`src/shared/ppj_map.svh`:
```
`ifndef PPJ_MAP_SVH
`define PPJ_MAP_SVH
`define PPJ_NP 4
`define PPJ_NC 8
`define PPJ_A_CTRL 12'h000
`define PPJ_A_MON 12'h004
`define PPJ_A_CCAT 12'h008
`define PPJ_A_THR 12'h00C
`define PPJ_A_STAT 12'h010
`define PPJ_A_IEN 12'h014
`define PPJ_A_ICLR 12'h018
`define PPJ_A_PTR_HI 8'h02
`define PPJ_A_CNT_HI 5'h02
`define PPJ_C_PDET 3'h0
`define PPJ_C_PGEN 3'h1
`define PPJ_C_NDET 3'h2
`define PPJ_C_NGEN 3'h3
`define PPJ_C_DIFF 3'h4
`define PPJ_C_DSEC 3'h5
`define PPJ_C_GSEC 3'h6
`define PPJ_C_FAR 3'h7
`define PPJ_CTRL_EN 0
`define PPJ_RST_THR 16'hFFFF
`define PPJ_PTR_MAX 10'h30E
`define PPJ_NDF_SET 4'h9
`define PPJ_I_MASK 10'h2AA
`define PPJ_D_MASK 10'h155
`define PPJ_MAJ 4'h3
`define PPJ_SEC_MS 1000
`define PPJ_CLK_KHZ 100000
`define PPJ_SEC_CYC (`PPJ_SEC_MS * `PPJ_CLK_KHZ)
`endif

```
`src/shared/ppj_pkg.sv`:
```
`default_nettype none
package ppj_pkg;
	typedef logic [15:0] ppj_cnt_t;
	typedef logic [9:0] ppj_ptr_t;
	typedef enum logic [1:0]
	{
		PPJ_IDLE = 2'h1,
		PPJ_DONE = 2'h2
	} ppj_bus_e;
endpackage
`default_nettype wire

```
`src/shared/ppj_reg_if.sv`:
```
`timescale 1ns/1ps
`default_nettype none
interface ppj_reg_if;
	logic [11:0] addr;
	logic        wr;
	logic [31:0] wdata;
	logic [31:0] rdata;
	logic        err;
	modport slv (output addr, output wr, output wdata, input rdata, input err);
	modport core (input addr, input wr, input wdata, output rdata, output err);
endinterface
`default_nettype wire

```
`src/logic/ppj_apb_slv.sv`:
```
`timescale 1ns/1ps
`default_nettype none
module ppj_apb_slv
(
	input  wire logic        ref_clk_in,  // clock
	input  wire logic        sys_rst_in,  // sync reset, high
	input  wire logic        psel_in,     // select
	input  wire logic        penable_in,  // access phase
	input  wire logic        pwrite_in,   // write
	input  wire logic [11:0] paddr_in,    // byte address
	input  wire logic [31:0] pwdata_in,   // write data
	output logic [31:0]      prdata_out,  // read data
	output logic             pready_out,  // transfer done
	output logic             pslverr_out, // unmapped address
	ppj_reg_if.slv           rif          // register side
);
	ppj_pkg::ppj_bus_e st_q;
	ppj_pkg::ppj_bus_e st_d;
	logic [31:0]       rd_q;
	logic [31:0]       rd_d;
	logic              rdy_q;
	logic              rdy_d;
	logic              err_q;
	logic              err_d;

	assign rif.addr = paddr_in;
	assign rif.wdata = pwdata_in;
	// write lands on the completing edge only
	assign rif.wr = psel_in & penable_in & rdy_q & pwrite_in;
	assign prdata_out = rd_q;
	assign pready_out = rdy_q;
	assign pslverr_out = err_q;

	always_comb
	begin
		st_d = st_q;
		rd_d = rd_q;
		rdy_d = 1'b0;
		err_d = 1'b0;
		case (st_q)
			ppj_pkg::PPJ_IDLE:
			begin
				if (psel_in && penable_in)
				begin
					st_d = ppj_pkg::PPJ_DONE;
					rdy_d = 1'b1;
					err_d = rif.err;
					rd_d = pwrite_in ? 32'h0000_0000 : rif.rdata;
				end
			end
			ppj_pkg::PPJ_DONE:
				st_d = ppj_pkg::PPJ_IDLE;
			default:
				st_d = ppj_pkg::PPJ_IDLE;
		endcase
	end

	always_ff @(posedge ref_clk_in)
	begin
		if (sys_rst_in)
		begin
			st_q <= ppj_pkg::PPJ_IDLE;
			rd_q <= 32'h0000_0000;
			rdy_q <= 1'b0;
			err_q <= 1'b0;
		end
		else
		begin
			st_q <= st_d;
			rd_q <= rd_d;
			rdy_q <= rdy_d;
			err_q <= err_d;
		end
	end
endmodule
`default_nettype wire

```
`src/logic/ppj_ptr_dec.sv`:
```
`timescale 1ns/1ps
`default_nettype none
`include "ppj_map.svh"
module ppj_ptr_dec
(
	input  wire logic         ref_clk_in, // clock
	input  wire logic         sys_rst_in, // sync reset, high
	input  wire logic         frame_in,   // pointer bytes valid
	input  wire logic [7:0]   h1_in,      // first pointer byte
	input  wire logic [7:0]   h2_in,      // second pointer byte
	output logic              pos_out,    // positive justification seen
	output logic              neg_out,    // negative justification seen
	output ppj_pkg::ppj_ptr_t ptr_out,    // offset to payload start
	output logic              ok_out      // offset is valid
);
	ppj_pkg::ppj_ptr_t cur_q;
	ppj_pkg::ppj_ptr_t cur_d;
	ppj_pkg::ppj_ptr_t word;
	logic              ok_q;
	logic              ok_d;
	logic              pos_q;
	logic              pos_d;
	logic              neg_q;
	logic              neg_d;
	logic              ndf;
	logic [3:0]        ni;
	logic [3:0]        nd;

	function automatic logic [3:0] ones(input ppj_pkg::ppj_ptr_t v);
		logic [3:0] n;
		n = 4'h0;
		for (int b = 0; b < 10; b++)
			n = n + {3'h0, v[b]};
		return n;
	endfunction

	assign pos_out = pos_q;
	assign neg_out = neg_q;
	assign ptr_out = cur_q;
	assign ok_out = ok_q;

	always_comb
	begin
		word = {h1_in[1:0], h2_in};
		ndf = (h1_in[7:4] == `PPJ_NDF_SET);
		ni = ones((word ^ cur_q) & `PPJ_I_MASK);
		nd = ones((word ^ cur_q) & `PPJ_D_MASK);
		cur_d = cur_q;
		ok_d = ok_q;
		pos_d = 1'b0;
		neg_d = 1'b0;
		if (frame_in)
		begin
			// majority of inverted increment bits marks a positive step
			if (ok_q && !ndf && ni >= `PPJ_MAJ && nd < `PPJ_MAJ)
			begin
				pos_d = 1'b1;
				cur_d = (cur_q == `PPJ_PTR_MAX) ? 10'h000 : cur_q + 10'h001;
			end
			else if (ok_q && !ndf && nd >= `PPJ_MAJ && ni < `PPJ_MAJ)
			begin
				neg_d = 1'b1;
				cur_d = (cur_q == 10'h000) ? `PPJ_PTR_MAX : cur_q - 10'h001;
			end
			else
			begin
				ok_d = (word <= `PPJ_PTR_MAX);
				cur_d = ok_d ? word : cur_q;
			end
		end
	end

	always_ff @(posedge ref_clk_in)
	begin
		if (sys_rst_in)
		begin
			cur_q <= 10'h000;
			ok_q <= 1'b0;
			pos_q <= 1'b0;
			neg_q <= 1'b0;
		end
		else
		begin
			cur_q <= cur_d;
			ok_q <= ok_d;
			pos_q <= pos_d;
			neg_q <= neg_d;
		end
	end
endmodule
`default_nettype wire

```
`src/logic/ppj_top.sv`:
```
`timescale 1ns/1ps
`default_nettype none
`include "ppj_map.svh"
// Functional notes
// count path data only on paths whose monitor enable is set.
// alerts come only from paths selected for monitoring.
// contiguous group members after the first cannot be enabled.
// virtual group members each have their own enable.
// enabled paths gather near-end and far-end data.
// pointer value comes from the two pointer bytes.
// pointer is a byte offset, valid from 0 to 782.
// four counters: positive and negative, detected and generated.
// difference is absolute value of detected versus generated totals; code takes each total as net, pos minus neg, as in R15.
// detected seconds counts intervals holding any detected justification.
// generated seconds counts intervals holding any generated justification.
// slow payload frame rate yields a generated positive justification.
// justification counters stay empty until management enables them.
// generate justifications against the local clock and count each.
// difference is (gen pos - gen neg) - (det pos - det neg), absolute.
// one shared local timebase marks seconds for every path.
module ppj_top
#(
	parameter int unsigned SEC_CYCLES = `PPJ_SEC_CYC // clock cycles per second
)
(
	input  wire logic                     ref_clk_in,  // 100 MHz clock
	input  wire logic                     sys_rst_in,  // sync reset, high
	input  wire logic                     psel_in,     // apb select
	input  wire logic                     penable_in,  // apb access phase
	input  wire logic                     pwrite_in,   // apb write
	input  wire logic [11:0]              paddr_in,    // apb byte address
	input  wire logic [31:0]              pwdata_in,   // apb write data
	output logic [31:0]                   prdata_out,  // apb read data
	output logic                          pready_out,  // apb ready
	output logic                          pslverr_out, // apb error
	input  wire logic [`PPJ_NP-1:0]       frame_in,    // pointer bytes valid, per path
	input  wire logic [`PPJ_NP-1:0][7:0]  h1_in,       // first pointer byte, per path
	input  wire logic [`PPJ_NP-1:0][7:0]  h2_in,       // second pointer byte, per path
	input  wire logic [`PPJ_NP-1:0]       slow_in,     // payload slower than local clock
	input  wire logic [`PPJ_NP-1:0]       fast_in,     // payload faster than local clock
	input  wire logic [`PPJ_NP-1:0]       far_err_in,  // far-end error report pulse
	output logic [`PPJ_NP-1:0]            gen_pos_out, // positive justification request
	output logic [`PPJ_NP-1:0]            gen_neg_out, // negative justification request
	output logic [`PPJ_NP-1:0]            tca_out,     // threshold crossing alert level
	output logic                          irq_out      // interrupt, high
);
	ppj_reg_if rif ();
	logic                          pjc_en_q;
	logic                          pjc_en_d;
	logic [`PPJ_NP-1:0]            mon_q;
	logic [`PPJ_NP-1:0]            mon_d;
	logic [`PPJ_NP-1:0]            ccat_q;
	logic [`PPJ_NP-1:0]            ccat_d;
	ppj_pkg::ppj_cnt_t             thr_q;
	ppj_pkg::ppj_cnt_t             thr_d;
	logic [`PPJ_NP-1:0]            ien_q;
	logic [`PPJ_NP-1:0]            ien_d;
	logic [`PPJ_NP-1:0]            stat_q;
	logic [`PPJ_NP-1:0]            stat_d;
	logic [`PPJ_NP-1:0]            tca_q;
	logic [`PPJ_NP-1:0]            tca_d;
	logic [`PPJ_NP-1:0]            clr;
	logic                          irq_q;
	logic                          irq_d;
	logic [31:0]                   sec_cnt_q;
	logic [31:0]                   sec_cnt_d;
	logic                          tick_q;
	logic                          tick_d;
	logic [`PPJ_NP-1:0]            gpos_q;
	logic [`PPJ_NP-1:0]            gpos_d;
	logic [`PPJ_NP-1:0]            gneg_q;
	logic [`PPJ_NP-1:0]            gneg_d;
	logic [`PPJ_NP-1:0]            dseen_q;
	logic [`PPJ_NP-1:0]            dseen_d;
	logic [`PPJ_NP-1:0]            gseen_q;
	logic [`PPJ_NP-1:0]            gseen_d;
	ppj_pkg::ppj_cnt_t             cnt_q [`PPJ_NP][`PPJ_NC];
	ppj_pkg::ppj_cnt_t             cnt_d [`PPJ_NP][`PPJ_NC];
	logic [`PPJ_NP-1:0]            pos_det;
	logic [`PPJ_NP-1:0]            neg_det;
	logic [`PPJ_NP-1:0]            ptr_ok;
	ppj_pkg::ppj_ptr_t             ptr_val [`PPJ_NP];
	logic [`PPJ_NP-1:0]            path_on;
	logic [`PPJ_NP-1:0]            cnt_on;

	function automatic logic is_cnt(input logic [11:0] a);
		return (a[11:7] == `PPJ_A_CNT_HI) && (a[1:0] == 2'h0);
	endfunction

	function automatic logic is_ptr(input logic [11:0] a);
		return (a[11:4] == `PPJ_A_PTR_HI) && (a[1:0] == 2'h0);
	endfunction

	function automatic logic [31:0] wd(input logic [`PPJ_NP-1:0] v);
		return {{(32-`PPJ_NP){1'b0}}, v};
	endfunction

	function automatic ppj_pkg::ppj_cnt_t inc(input ppj_pkg::ppj_cnt_t v, input logic en);
		return en ? v + 16'h0001 : v;
	endfunction

	function automatic ppj_pkg::ppj_cnt_t jdiff(input ppj_pkg::ppj_cnt_t pd, pg, nd, ng);
		logic signed [17:0] s;
		logic signed [17:0] m;
		s = ($signed({2'h0, pg}) - $signed({2'h0, ng})) - ($signed({2'h0, pd}) - $signed({2'h0, nd}));
		m = s[17] ? -s : s;
		return m[15:0];
	endfunction

	ppj_apb_slv u_apb
	(
		.ref_clk_in  (ref_clk_in),
		.sys_rst_in  (sys_rst_in),
		.psel_in     (psel_in),
		.penable_in  (penable_in),
		.pwrite_in   (pwrite_in),
		.paddr_in    (paddr_in),
		.pwdata_in   (pwdata_in),
		.prdata_out  (prdata_out),
		.pready_out  (pready_out),
		.pslverr_out (pslverr_out),
		.rif         (rif.slv)
	);

	for (genvar g = 0; g < `PPJ_NP; g++)
	begin : g_path
		ppj_ptr_dec u_dec
		(
			.ref_clk_in (ref_clk_in),
			.sys_rst_in (sys_rst_in),
			.frame_in   (frame_in[g]),
			.h1_in      (h1_in[g]),
			.h2_in      (h2_in[g]),
			.pos_out    (pos_det[g]),
			.neg_out    (neg_det[g]),
			.ptr_out    (ptr_val[g]),
			.ok_out     (ptr_ok[g])
		);
	end

	// trailing members of a contiguous group are never monitored
	assign path_on = mon_q & ~ccat_q; // see R1 see R3
	assign cnt_on = path_on & {`PPJ_NP{pjc_en_q}};
	assign gen_pos_out = gpos_q;
	assign gen_neg_out = gneg_q;
	assign tca_out = tca_q;
	assign irq_out = irq_q;

	// configuration, alerts and interrupt
	always_comb
	begin
		pjc_en_d = pjc_en_q;
		mon_d = mon_q;
		ccat_d = ccat_q;
		thr_d = thr_q;
		ien_d = ien_q;
		clr = '0;
		if (rif.wr)
		begin
			case (rif.addr)
				`PPJ_A_CTRL: pjc_en_d = rif.wdata[`PPJ_CTRL_EN];
				`PPJ_A_MON: mon_d = rif.wdata[`PPJ_NP-1:0];
				`PPJ_A_CCAT: ccat_d = rif.wdata[`PPJ_NP-1:0];
				`PPJ_A_THR: thr_d = rif.wdata[15:0];
				`PPJ_A_IEN: ien_d = rif.wdata[`PPJ_NP-1:0];
				`PPJ_A_ICLR: clr = rif.wdata[`PPJ_NP-1:0];
				default: pjc_en_d = pjc_en_q;
			endcase
		end
		for (int i = 0; i < `PPJ_NP; i++)
			tca_d[i] = path_on[i] && (cnt_q[i][`PPJ_C_DIFF] >= thr_q);
		// a new crossing beats a clear in the same cycle
		stat_d = (stat_q & ~clr) | (tca_d & ~tca_q);
		irq_d = |(stat_q & ien_q);
	end

	always_ff @(posedge ref_clk_in)
	begin
		if (sys_rst_in)
		begin
			pjc_en_q <= 1'b0;
			mon_q <= '0;
			ccat_q <= '0;
			thr_q <= `PPJ_RST_THR;
			ien_q <= '0;
			stat_q <= '0;
			tca_q <= '0;
			irq_q <= 1'b0;
		end
		else
		begin
			pjc_en_q <= pjc_en_d;
			mon_q <= mon_d;
			ccat_q <= ccat_d;
			thr_q <= thr_d;
			ien_q <= ien_d;
			stat_q <= stat_d;
			tca_q <= tca_d;
			irq_q <= irq_d;
		end
	end

	// shared second timebase and justification generation
	always_comb
	begin
		tick_d = (sec_cnt_q == SEC_CYCLES - 1);
		sec_cnt_d = tick_d ? 32'h0000_0000 : sec_cnt_q + 32'h0000_0001;
		gpos_d = frame_in & slow_in & ~fast_in;
		gneg_d = frame_in & fast_in & ~slow_in;
	end

	always_ff @(posedge ref_clk_in)
	begin
		if (sys_rst_in)
		begin
			sec_cnt_q <= 32'h0000_0000;
			tick_q <= 1'b0;
			gpos_q <= '0;
			gneg_q <= '0;
		end
		else
		begin
			sec_cnt_q <= sec_cnt_d;
			tick_q <= tick_d;
			gpos_q <= gpos_d;
			gneg_q <= gneg_d;
		end
	end

	// per-path counters
	always_comb
	begin
		logic dhit;
		logic ghit;
		dhit = 1'b0;
		ghit = 1'b0;
		dseen_d = dseen_q;
		gseen_d = gseen_q;
		for (int i = 0; i < `PPJ_NP; i++)
		begin
			for (int c = 0; c < `PPJ_NC; c++)
				cnt_d[i][c] = cnt_q[i][c];
			cnt_d[i][`PPJ_C_PDET] = inc(cnt_q[i][`PPJ_C_PDET], cnt_on[i] & pos_det[i]);
			cnt_d[i][`PPJ_C_NDET] = inc(cnt_q[i][`PPJ_C_NDET], cnt_on[i] & neg_det[i]);
			cnt_d[i][`PPJ_C_PGEN] = inc(cnt_q[i][`PPJ_C_PGEN], cnt_on[i] & gpos_q[i]);
			cnt_d[i][`PPJ_C_NGEN] = inc(cnt_q[i][`PPJ_C_NGEN], cnt_on[i] & gneg_q[i]);
			cnt_d[i][`PPJ_C_DIFF] = jdiff(cnt_q[i][`PPJ_C_PDET], cnt_q[i][`PPJ_C_PGEN],
				cnt_q[i][`PPJ_C_NDET], cnt_q[i][`PPJ_C_NGEN]); // see R9
			// an event in the tick cycle belongs to the closing second
			dhit = dseen_q[i] | (cnt_on[i] & (pos_det[i] | neg_det[i]));
			ghit = gseen_q[i] | (cnt_on[i] & (gpos_q[i] | gneg_q[i]));
			cnt_d[i][`PPJ_C_DSEC] = inc(cnt_q[i][`PPJ_C_DSEC], tick_q & dhit);
			cnt_d[i][`PPJ_C_GSEC] = inc(cnt_q[i][`PPJ_C_GSEC], tick_q & ghit);
			dseen_d[i] = dhit & ~tick_q;
			gseen_d[i] = ghit & ~tick_q;
			cnt_d[i][`PPJ_C_FAR] = inc(cnt_q[i][`PPJ_C_FAR], path_on[i] & far_err_in[i]);
			if (!pjc_en_q)
			begin
				for (int c = 0; c < `PPJ_C_FAR; c++)
					cnt_d[i][c] = 16'h0000;
				dseen_d[i] = 1'b0;
				gseen_d[i] = 1'b0;
			end
		end
	end

	always_ff @(posedge ref_clk_in)
	begin
		if (sys_rst_in)
		begin
			for (int i = 0; i < `PPJ_NP; i++)
				for (int c = 0; c < `PPJ_NC; c++)
					cnt_q[i][c] <= 16'h0000;
			dseen_q <= '0;
			gseen_q <= '0;
		end
		else
		begin
			cnt_q <= cnt_d;
			dseen_q <= dseen_d;
			gseen_q <= gseen_d;
		end
	end

	// register read mux and address check
	always_comb
	begin
		rif.rdata = 32'h0000_0000;
		rif.err = 1'b0;
		if (is_cnt(rif.addr))
			rif.rdata = {16'h0000, cnt_q[rif.addr[6:5]][rif.addr[4:2]]};
		else if (is_ptr(rif.addr))
			rif.rdata = {21'h00000, ptr_ok[rif.addr[3:2]], ptr_val[rif.addr[3:2]]};
		else
		begin
			case (rif.addr)
				`PPJ_A_CTRL: rif.rdata = {31'h00000000, pjc_en_q};
				`PPJ_A_MON: rif.rdata = wd(mon_q);
				`PPJ_A_CCAT: rif.rdata = wd(ccat_q);
				`PPJ_A_THR: rif.rdata = {16'h0000, thr_q};
				`PPJ_A_STAT: rif.rdata = wd(stat_q);
				`PPJ_A_IEN: rif.rdata = wd(ien_q);
				`PPJ_A_ICLR: rif.rdata = 32'h0000_0000;
				default: rif.err = 1'b1;
			endcase
		end
	end
endmodule
`default_nettype wire

```
`config.mk`:
```
export PLATFORM = sky130hd
export DESIGN_NAME = ppj_top
export DESIGN_NICKNAME = d
export VERILOG_FILES = /design/src/shared/ppj_pkg.sv /design/src/shared/ppj_reg_if.sv /design/src/logic/ppj_apb_slv.sv /design/src/logic/ppj_ptr_dec.sv /design/src/logic/ppj_top.sv
export VERILOG_INCLUDE_DIRS = /design/src /design/src/shared
export SDC_FILE = /design/constraint.sdc
export NUM_CORES = 2
export LEC_CHECK = 0
export BUFFER_PORTS_ARGS = -buffer_cell sky130_fd_sc_hd__buf_4
export CAP_MARGIN = 40
export CELL_PAD_IN_SITES_DETAIL_PLACEMENT = 1
export CELL_PAD_IN_SITES_GLOBAL_PLACEMENT = 1
export CORE_AREA = 10 10 333 335
export CTS_CLUSTER_DIAMETER = 150
export CTS_CLUSTER_SIZE = 14
export DETAILED_ROUTE_END_ITERATION = 8
export DIE_AREA = 0 0 343 345
export GPL_ROUTABILITY_DRIVEN = 0
export MAX_ROUTING_LAYER = met4
export PLACE_DENSITY_LB_ADDON = 0.25
export SLEW_MARGIN = 20
export SYNTH_ARGS = -nofsm -noshare
export SYNTH_HDL_FRONTEND = slang
export SYNTH_SLANG_ARGS = --single-unit
```
`constraint.sdc`:
```
create_clock -name ref_clk_in -period 4.3 [get_ports ref_clk_in]
set_input_delay 0.43 -clock ref_clk_in [delete_from_list [all_inputs] [get_ports ref_clk_in]]
set_output_delay 0.43 -clock ref_clk_in [all_outputs]
set_load 0.01 [all_outputs]
```
; After elaboration in Yosys (flattened, before gate mapping)
; Index checks and enable logic that the tools add are counted.
[totals]
ff_bits = 687
word_cells = 418
[op_classes]
add_sub_neg = 85
n_lt_le_gt_ge = 28
n_eq_ne = 18
mux = 51
bitwise = 101
n_reduce_logical = 69
[ops]
columns = cell, n
row1 = $add 16x1->16 const B, 28
row2 = $bmux 128 s2, 1
row3 = $mux 128, 2
row4 = $mux 10, 22
row5 = $mux 16, 9
row6 = $sub 16x16->17, 8
row7 = $add 4x1->4, 24
row8 = $pmux 16 s6, 1
row9 = $sub 17x17->18, 4
row10 = $ge 16x16->1, 4
row11 = $neg 16->16, 4
row12 = $bmux 16 s3, 1
row13 = $and 1x1->1, 47
row14 = $add 10x1->10 const B, 4
row15 = $eq 10x10->1 const B, 4
row16 = $le 10x10->1 const B, 4
row17 = $logic_not 10->1, 4
row18 = $sub 10x1->10 const B, 4
row19 = $xor 10x10->10, 4
row20 = $and 4x4->4, 9
row21 = $eq 12x5->1 const B, 3
row22 = $add 32x1->32 const B, 1
row23 = $eq 32x27->1 const B, 1
row24 = $ge 4x2->1 const B, 8
row25 = other kinds (33), 151

; Depth between registers and ports, before layout
[logic_depth]
ltp_word = 10
depth_mapped = 23
depth_no_buf = 22

; By module
; Synthesis repeated with hierarchy kept, for this count alone.
[unflattened]
hier_cells = 5531
hier_area_um2 = 47384.2
[by_module_without_submodules]
columns = mod, instances, cells_per_inst, area_per_inst_um2
row1 = ppj_top, 1, 4601, 39684.3
row2 = ppj_ptr_dec at g_path[0].u_dec ..., 3, 184, 1423.9
row3 = ppj_apb_slv, 1, 196, 1985.7
row4 = ppj_ptr_dec at g_path[3].u_dec, 1, 182, 1442.6

; Worst setup path before layout
; Ideal clock, no wire load.
[synth_path]
path_kind = register to register
startpoint = register cnt_q[449] in the netlist's numbering
endpoint = register cnt_q[446] in the netlist's numbering
t_arrival_ns = 4.214
required_time_ns = 4.179
setup_slack_ns = -0.035
stages_incl_launch_ff = 21
n_path_buf = 0
period_less_slack_ns = 4.335
cell_sequence = dfxtp_1 inv_1 ha_1 nor2b_1 o21ai_0 a21boi_0 o21ai_0 a21boi_0 o21a_1 o21a_1 nor2_1 ha_1 a21o_1 a21o_1 or3_1 a21oi_2 o21bai_1 a211o_1 and2_1 o31ai_1 mux2_2
[synth_via]
elab_chain_cells = 4
[synth_rtl]
columns = element, line_no
row1 = start: declaration, ppj_top.sv:77  ; ppj_pkg::ppj_cnt_t cnt_q [`PPJ_NP][`PPJ_NC];
row2 = start signal: assignment, ppj_top.sv:279  ; cnt_q <= cnt_d;
row3 = $sub 16x16->17 *, ppj_top.sv:105  ; s = ($signed({2'h0, pg}) - $signed({2'h0, ng})) - ($signed({2'h0, pd}) - $signed({2'h0, nd}));
row4 = $sub 17x17->18 *, ppj_top.sv:105
row5 = $neg 16->16, ppj_top.sv:106  ; m = s[17] ? -s : s;
row6 = $mux 16 *, ppj_top.sv:106
; Mark *: on every way between the ends. The rest lies on a longest branch, timed or not.
; A chain may end at the register's enable or synchronous reset.

; Final worst setup path
[layout_path]
startpoint = register cnt_q[65] in the netlist's numbering
endpoint = register cnt_q[57] in the netlist's numbering
; Same word-level chain as after synthesis.

==> metrics.md <==
| Metric | Value |
|---|---|
| Status | `finished, violations left` |
| Failing checks | `negative setup slack` |
| Hold Violations, Final | `0` |
| Setup violations, final | `17` |
| CP endpoint kind | `flop` |
| Fill cells | `12100` |
| Worst Path Max Fanout | `22` |
| Mapped Area | `45500 um^2` |
| Maxcap violations | `0` |
| Xor/xnor share of the synthesized area | `11.7%` |
| Root Buffer | `clkbuf_16` |
| VDD IR max | `281 uV` |
| DR WL/cell | `23.3 um` |
| Delay of the slowest critical-path stage | `0.39 ns` |
| Type of origin of the critical path | `flop` |
| Vias in the first global route | `43300` |
| WHS Path Cells | `3` |
| Worst slew pin tran | `0.907 ns` |
| Pre-CTS setup slack | `-0.358 ns` |
| Buf/Inv on CP | `3` |
| Die area | `118000 um^2` |
| FF+latch count, synth | `671` |
| Hold path start | `pwdata_in[6]` |
| Yosys warns | `0` |
| Core ar. | `104000 um^2` |
| H-tree levels | `2` |
| Fin crit share | `104%` |
| Vias/cell | `5.89` |
| Share of cells above drive strength 1 | `20.4%` |
| TritonCTS Buffers | `53` |
| Reg-to-reg slack, setup | `-0.15 ns` |
| First-pass iteration count of the detailed router | `5` |
| Design area | `54300 um^2` |
| Simple-gate share of the synthesized area | `21.1%` |
| Register area share after synthesis | `29.5%` |
| Largest net degree at the start of global routing | `78` |
| Hpwl dp | `131000 um` |
| Async SR Flop Fraction | `0%` |
| Slowest CP cell | `or3_4` |
| EDFF count, synth | `0` |
| Max-slew violation count | `0` |
| Hold EP | `thr_q[6]$_SDFFE_PP1P_` |
| Gate Count Post-Synth | `5341` |
| Clock Latency Late Sink | `0.69 ns` |
| Routed length on met1 | `71200 um` |
| Max Used Layer | `met4` |
| Grt ovf | `0` |
| FF-to-FF path depth | `20` |
| RSZ-0062 raised after global routing | `true` |
| PD cells | `246 nW/um^2` |
| Post-route ant nets | `0` |
| IO buf count | `135` |
| Core Util, Final | `52.0%` |
| Antenna violations before repair | `21` |
| Crit path arrival time | `5.07 ns` |
| Unique masters post-synth | `97` |
| Clk_skew | `0.0302 ns` |
| CP Class | `reg2reg` |
| Max_slew headroom | `39.0%` |
| Io pins | `176` |
| DRC | `0` |
| Adder-Cell Fraction of Synth Area | `10.1%` |
| Row Count | `119` |
| Gr usage total | `27.5%` |
| Final WS setup | `-0.152 ns` |
| Pleak | `20.7 nW` |
| Die Y | `345 um` |
| Compound-cell area share of the yosys netlist | `13.1%` |
| Die W | `343 um` |
| Starting Density | `43.6%` |
| CTS tree | `done` |
| Placed cell area | `50400 um^2` |
| CP Cell Sequence | `inv_1 > ha_1 > nor2b_1 > o21ai_1 > a21oi_1 > o211ai_1 > a21oi_1 > o31ai_2 > buf_4 > nor2b_1 > o21ai_0 > a21oi_1 > ha_1 > a21oi_1 > nor2_1 > a21o_1 > o31a_1 > buf_12 > or3_4 > a21oi_2` |
| CTS max path bufs | `3` |
| Mux cell area share after synthesis | `10.0%` |
| Wire length on met3 | `10200 um` |
| Max Fclk | `225 MHz` |
| Dominant synthesized flop cell | `dfxtp_1` |
| Post-Route WL | `168000 um` |
| RR Endpoint | `cnt_q[57]$_SDFF_PP0_` |
| Setup TNS | `-1.39 ns` |
| Most common cell on crit path | `a21oi_1` |
| Fin crit period | `4.45 ns` |
| Synthesized area per cell | `8.53 um^2` |
| Via count | `42400` |
| WL met2 | `79600 um` |
| Critical path's top delay family | `compound AO/OA/AOI/OAI gates` |
| # clock sinks | `671` |
| Nets | `6266` |
| Worst R2R Start | `cnt_q[65]$_SDFFE_PP0P_` |
| Global-route wire length before repair | `251000 um` |
| Worst endpoint required time | `4.92 ns` |
| Initial DRC count | `3074` |
| Largest family of logic cells by synthesized area | `simple AND/OR/NAND/NOR gates` |
| Hold Crit Class | `in2reg` |
| Syn-to-layout area delta | `19.2%` |
| Clock Pin Slew Worst Setup and Hold Paths | `0.07 ns` |
-- worst max-delay path by stage --
| stage | from | end | slack (ns) | cells after the start |
|---|---|---|---|---|
| finish | cnt_q[65]$_SDFFE_PP0P_ | cnt_q[57]$_SDFF_PP0_ | -0.15 | 20 |
| global route | cnt_q[496]$_SDFFE_PP0P_ | cnt_q[447]$_SDFF_PP0_ | -0.31 | 22 |
| CTS | cnt_q[496]$_SDFFE_PP0P_ | cnt_q[447]$_SDFF_PP0_ | -0.01 | 22 |
| detailed placement | cnt_q[449]$_SDFFE_PP0P_ | cnt_q[447]$_SDFF_PP0_ | -0.36 | 21 |
| global placement | cnt_q[240]$_SDFFE_PP0P_ | cnt_q[179]$_SDFF_PP0_ | -0.27 | 20 |
| floorplan | cnt_q[449]$_SDFFE_PP0P_ | cnt_q[446]$_SDFF_PP0_ | 0.004 | 20 |
-- worst min-delay path, cell delays in order --
cell	delay [ns]
buf_4	0.09
nand2_1	0.06
o211ai_1	0.08
-- synth_stat cells (all sizes together) (27+ instances only) --
cell type,number,share of area (%)
xnor2,308,5.9
xor2,302,5.8
nand2,345,2.8
dfxtp,671,29
o21a,33,0.54
nand2b,27,0.37
or2,44,0.61
mux2i,65,1.4
fa,28,1.2
a21o,66,1.1
o211ai,38,0.64
mux4,172,8.5
nor2,726,6.0
inv,299,2.5
o21ai,240,2.6
or3,107,1.5
and3,103,1.4
nand4,105,1.4
nor3,143,1.6
nor3b,30,0.49
clkbuf,176,1.5
nand3,205,2.3
a22oi,48,0.79
a31oi,37,0.51
ha,321,8.8
buf,54,0.61
and2,47,0.65
nor2b,48,0.66
a21oi,284,3.1
-- timing repair --
item / CTS / global route
buffers inserted: 20 / 51
pin swaps: 53 / 175
hold endpoints to repair: 20 / 0
endpoints found under the setup margin: 60 / 60
gates resized for setup: 92 / 294
hold buffers: 22 / 0
cloned: 0 / 1
-- cell usage in the layout (no fill, tap or decap), types with 16 or more instances in the layout --
cell type / n
a22oi_1: 47
inv_1: 276
dfxtp_2: 17
fa_1: 20
nand2b_1: 26
a31oi_1: 24
nor3_1: 115
o211ai_1: 37
dfxtp_1: 654
conb_1: 16
a21o_1: 66
o21ai_2: 16
or3_1: 96
and3_1: 98
nor3b_1: 25
xor2_1: 298
or2_2: 37
mux2i_1: 62
mux4_2: 172
o21a_1: 31
a21oi_2: 41
and2_1: 41
a21oi_1: 238
o21ai_0: 203
nand2_1: 339
buf_4: 551
xnor2_1: 298
ha_1: 304
nor2_1: 714
nor3_2: 23
nand3_1: 199
dlygate4sd3_1: 22
nand4_1: 105
nor4_1: 19
clkbuf_16: 53
o21ai_1: 21
nor2b_1: 43
inv_2: 23
-- stage by stage --
stage	hold slack, ns	cells	power [W]
final	0.0287	7190	0.0134
after global routing	0.0306	7185	0.0139
after CTS	0.00410	7124	0.0134
after detailed placement	0.446	7025	0.00876
after global placement	0.431	7020	0.00866
after floorplan	0.418	5356	0.00801
-- kinds of logic after synthesis --
family                   after synthesis
AO/OA/AOI/OAI                        937
XOR/XNOR                             610
adder cells (fa/ha/maj)              349
buffers and inverters                530
flip-flops                           671
multiplexers                         241
other                                  1
AND/OR/NAND/NOR                     2002
-- state kept, by name (all words and copies together), names as in the netlist, 16 cells and up --
register,flops
sec_cnt_q,32
cnt_q,512
thr_q,16
g_path.u_dec.ptr_out,40
u_apb.prdata_out,16
-- power by group --
group,switching [W],total (W),internal [W]
combinational,0.00128,0.00220,0.000926
sequential,0.000153,0.00645,0.00630
clock,0.00251,0.00472,0.00221
total,0.00394,0.0134,0.00943
-- area by class of cell --
cell class / count / area [um^2] / share of cell area [%]
Multi-Input combinational cell: 4156 / 31700 / 58.4
Sequential cell: 671 / 13500 / 24.8
Timing Repair Buffer: 606 / 4850 / 8.93
Tap cell: 1391 / 1740 / 3.21
Clock buffer: 54 / 1330 / 2.45
Inverter: 300 / 1130 / 2.08
Clock inverter: 3 / 80.1 / 0.148
Antenna cell: 9 / 22.5 / 0.0415
-- metal layers --
metal	global-route usage, %	vias up
met5	-	-
met4	9.56	0
met3	3.54	285
met2	44.9	1133
met1	34.7	21300
li1	-	19700
(Power assumes the default switching activity.)
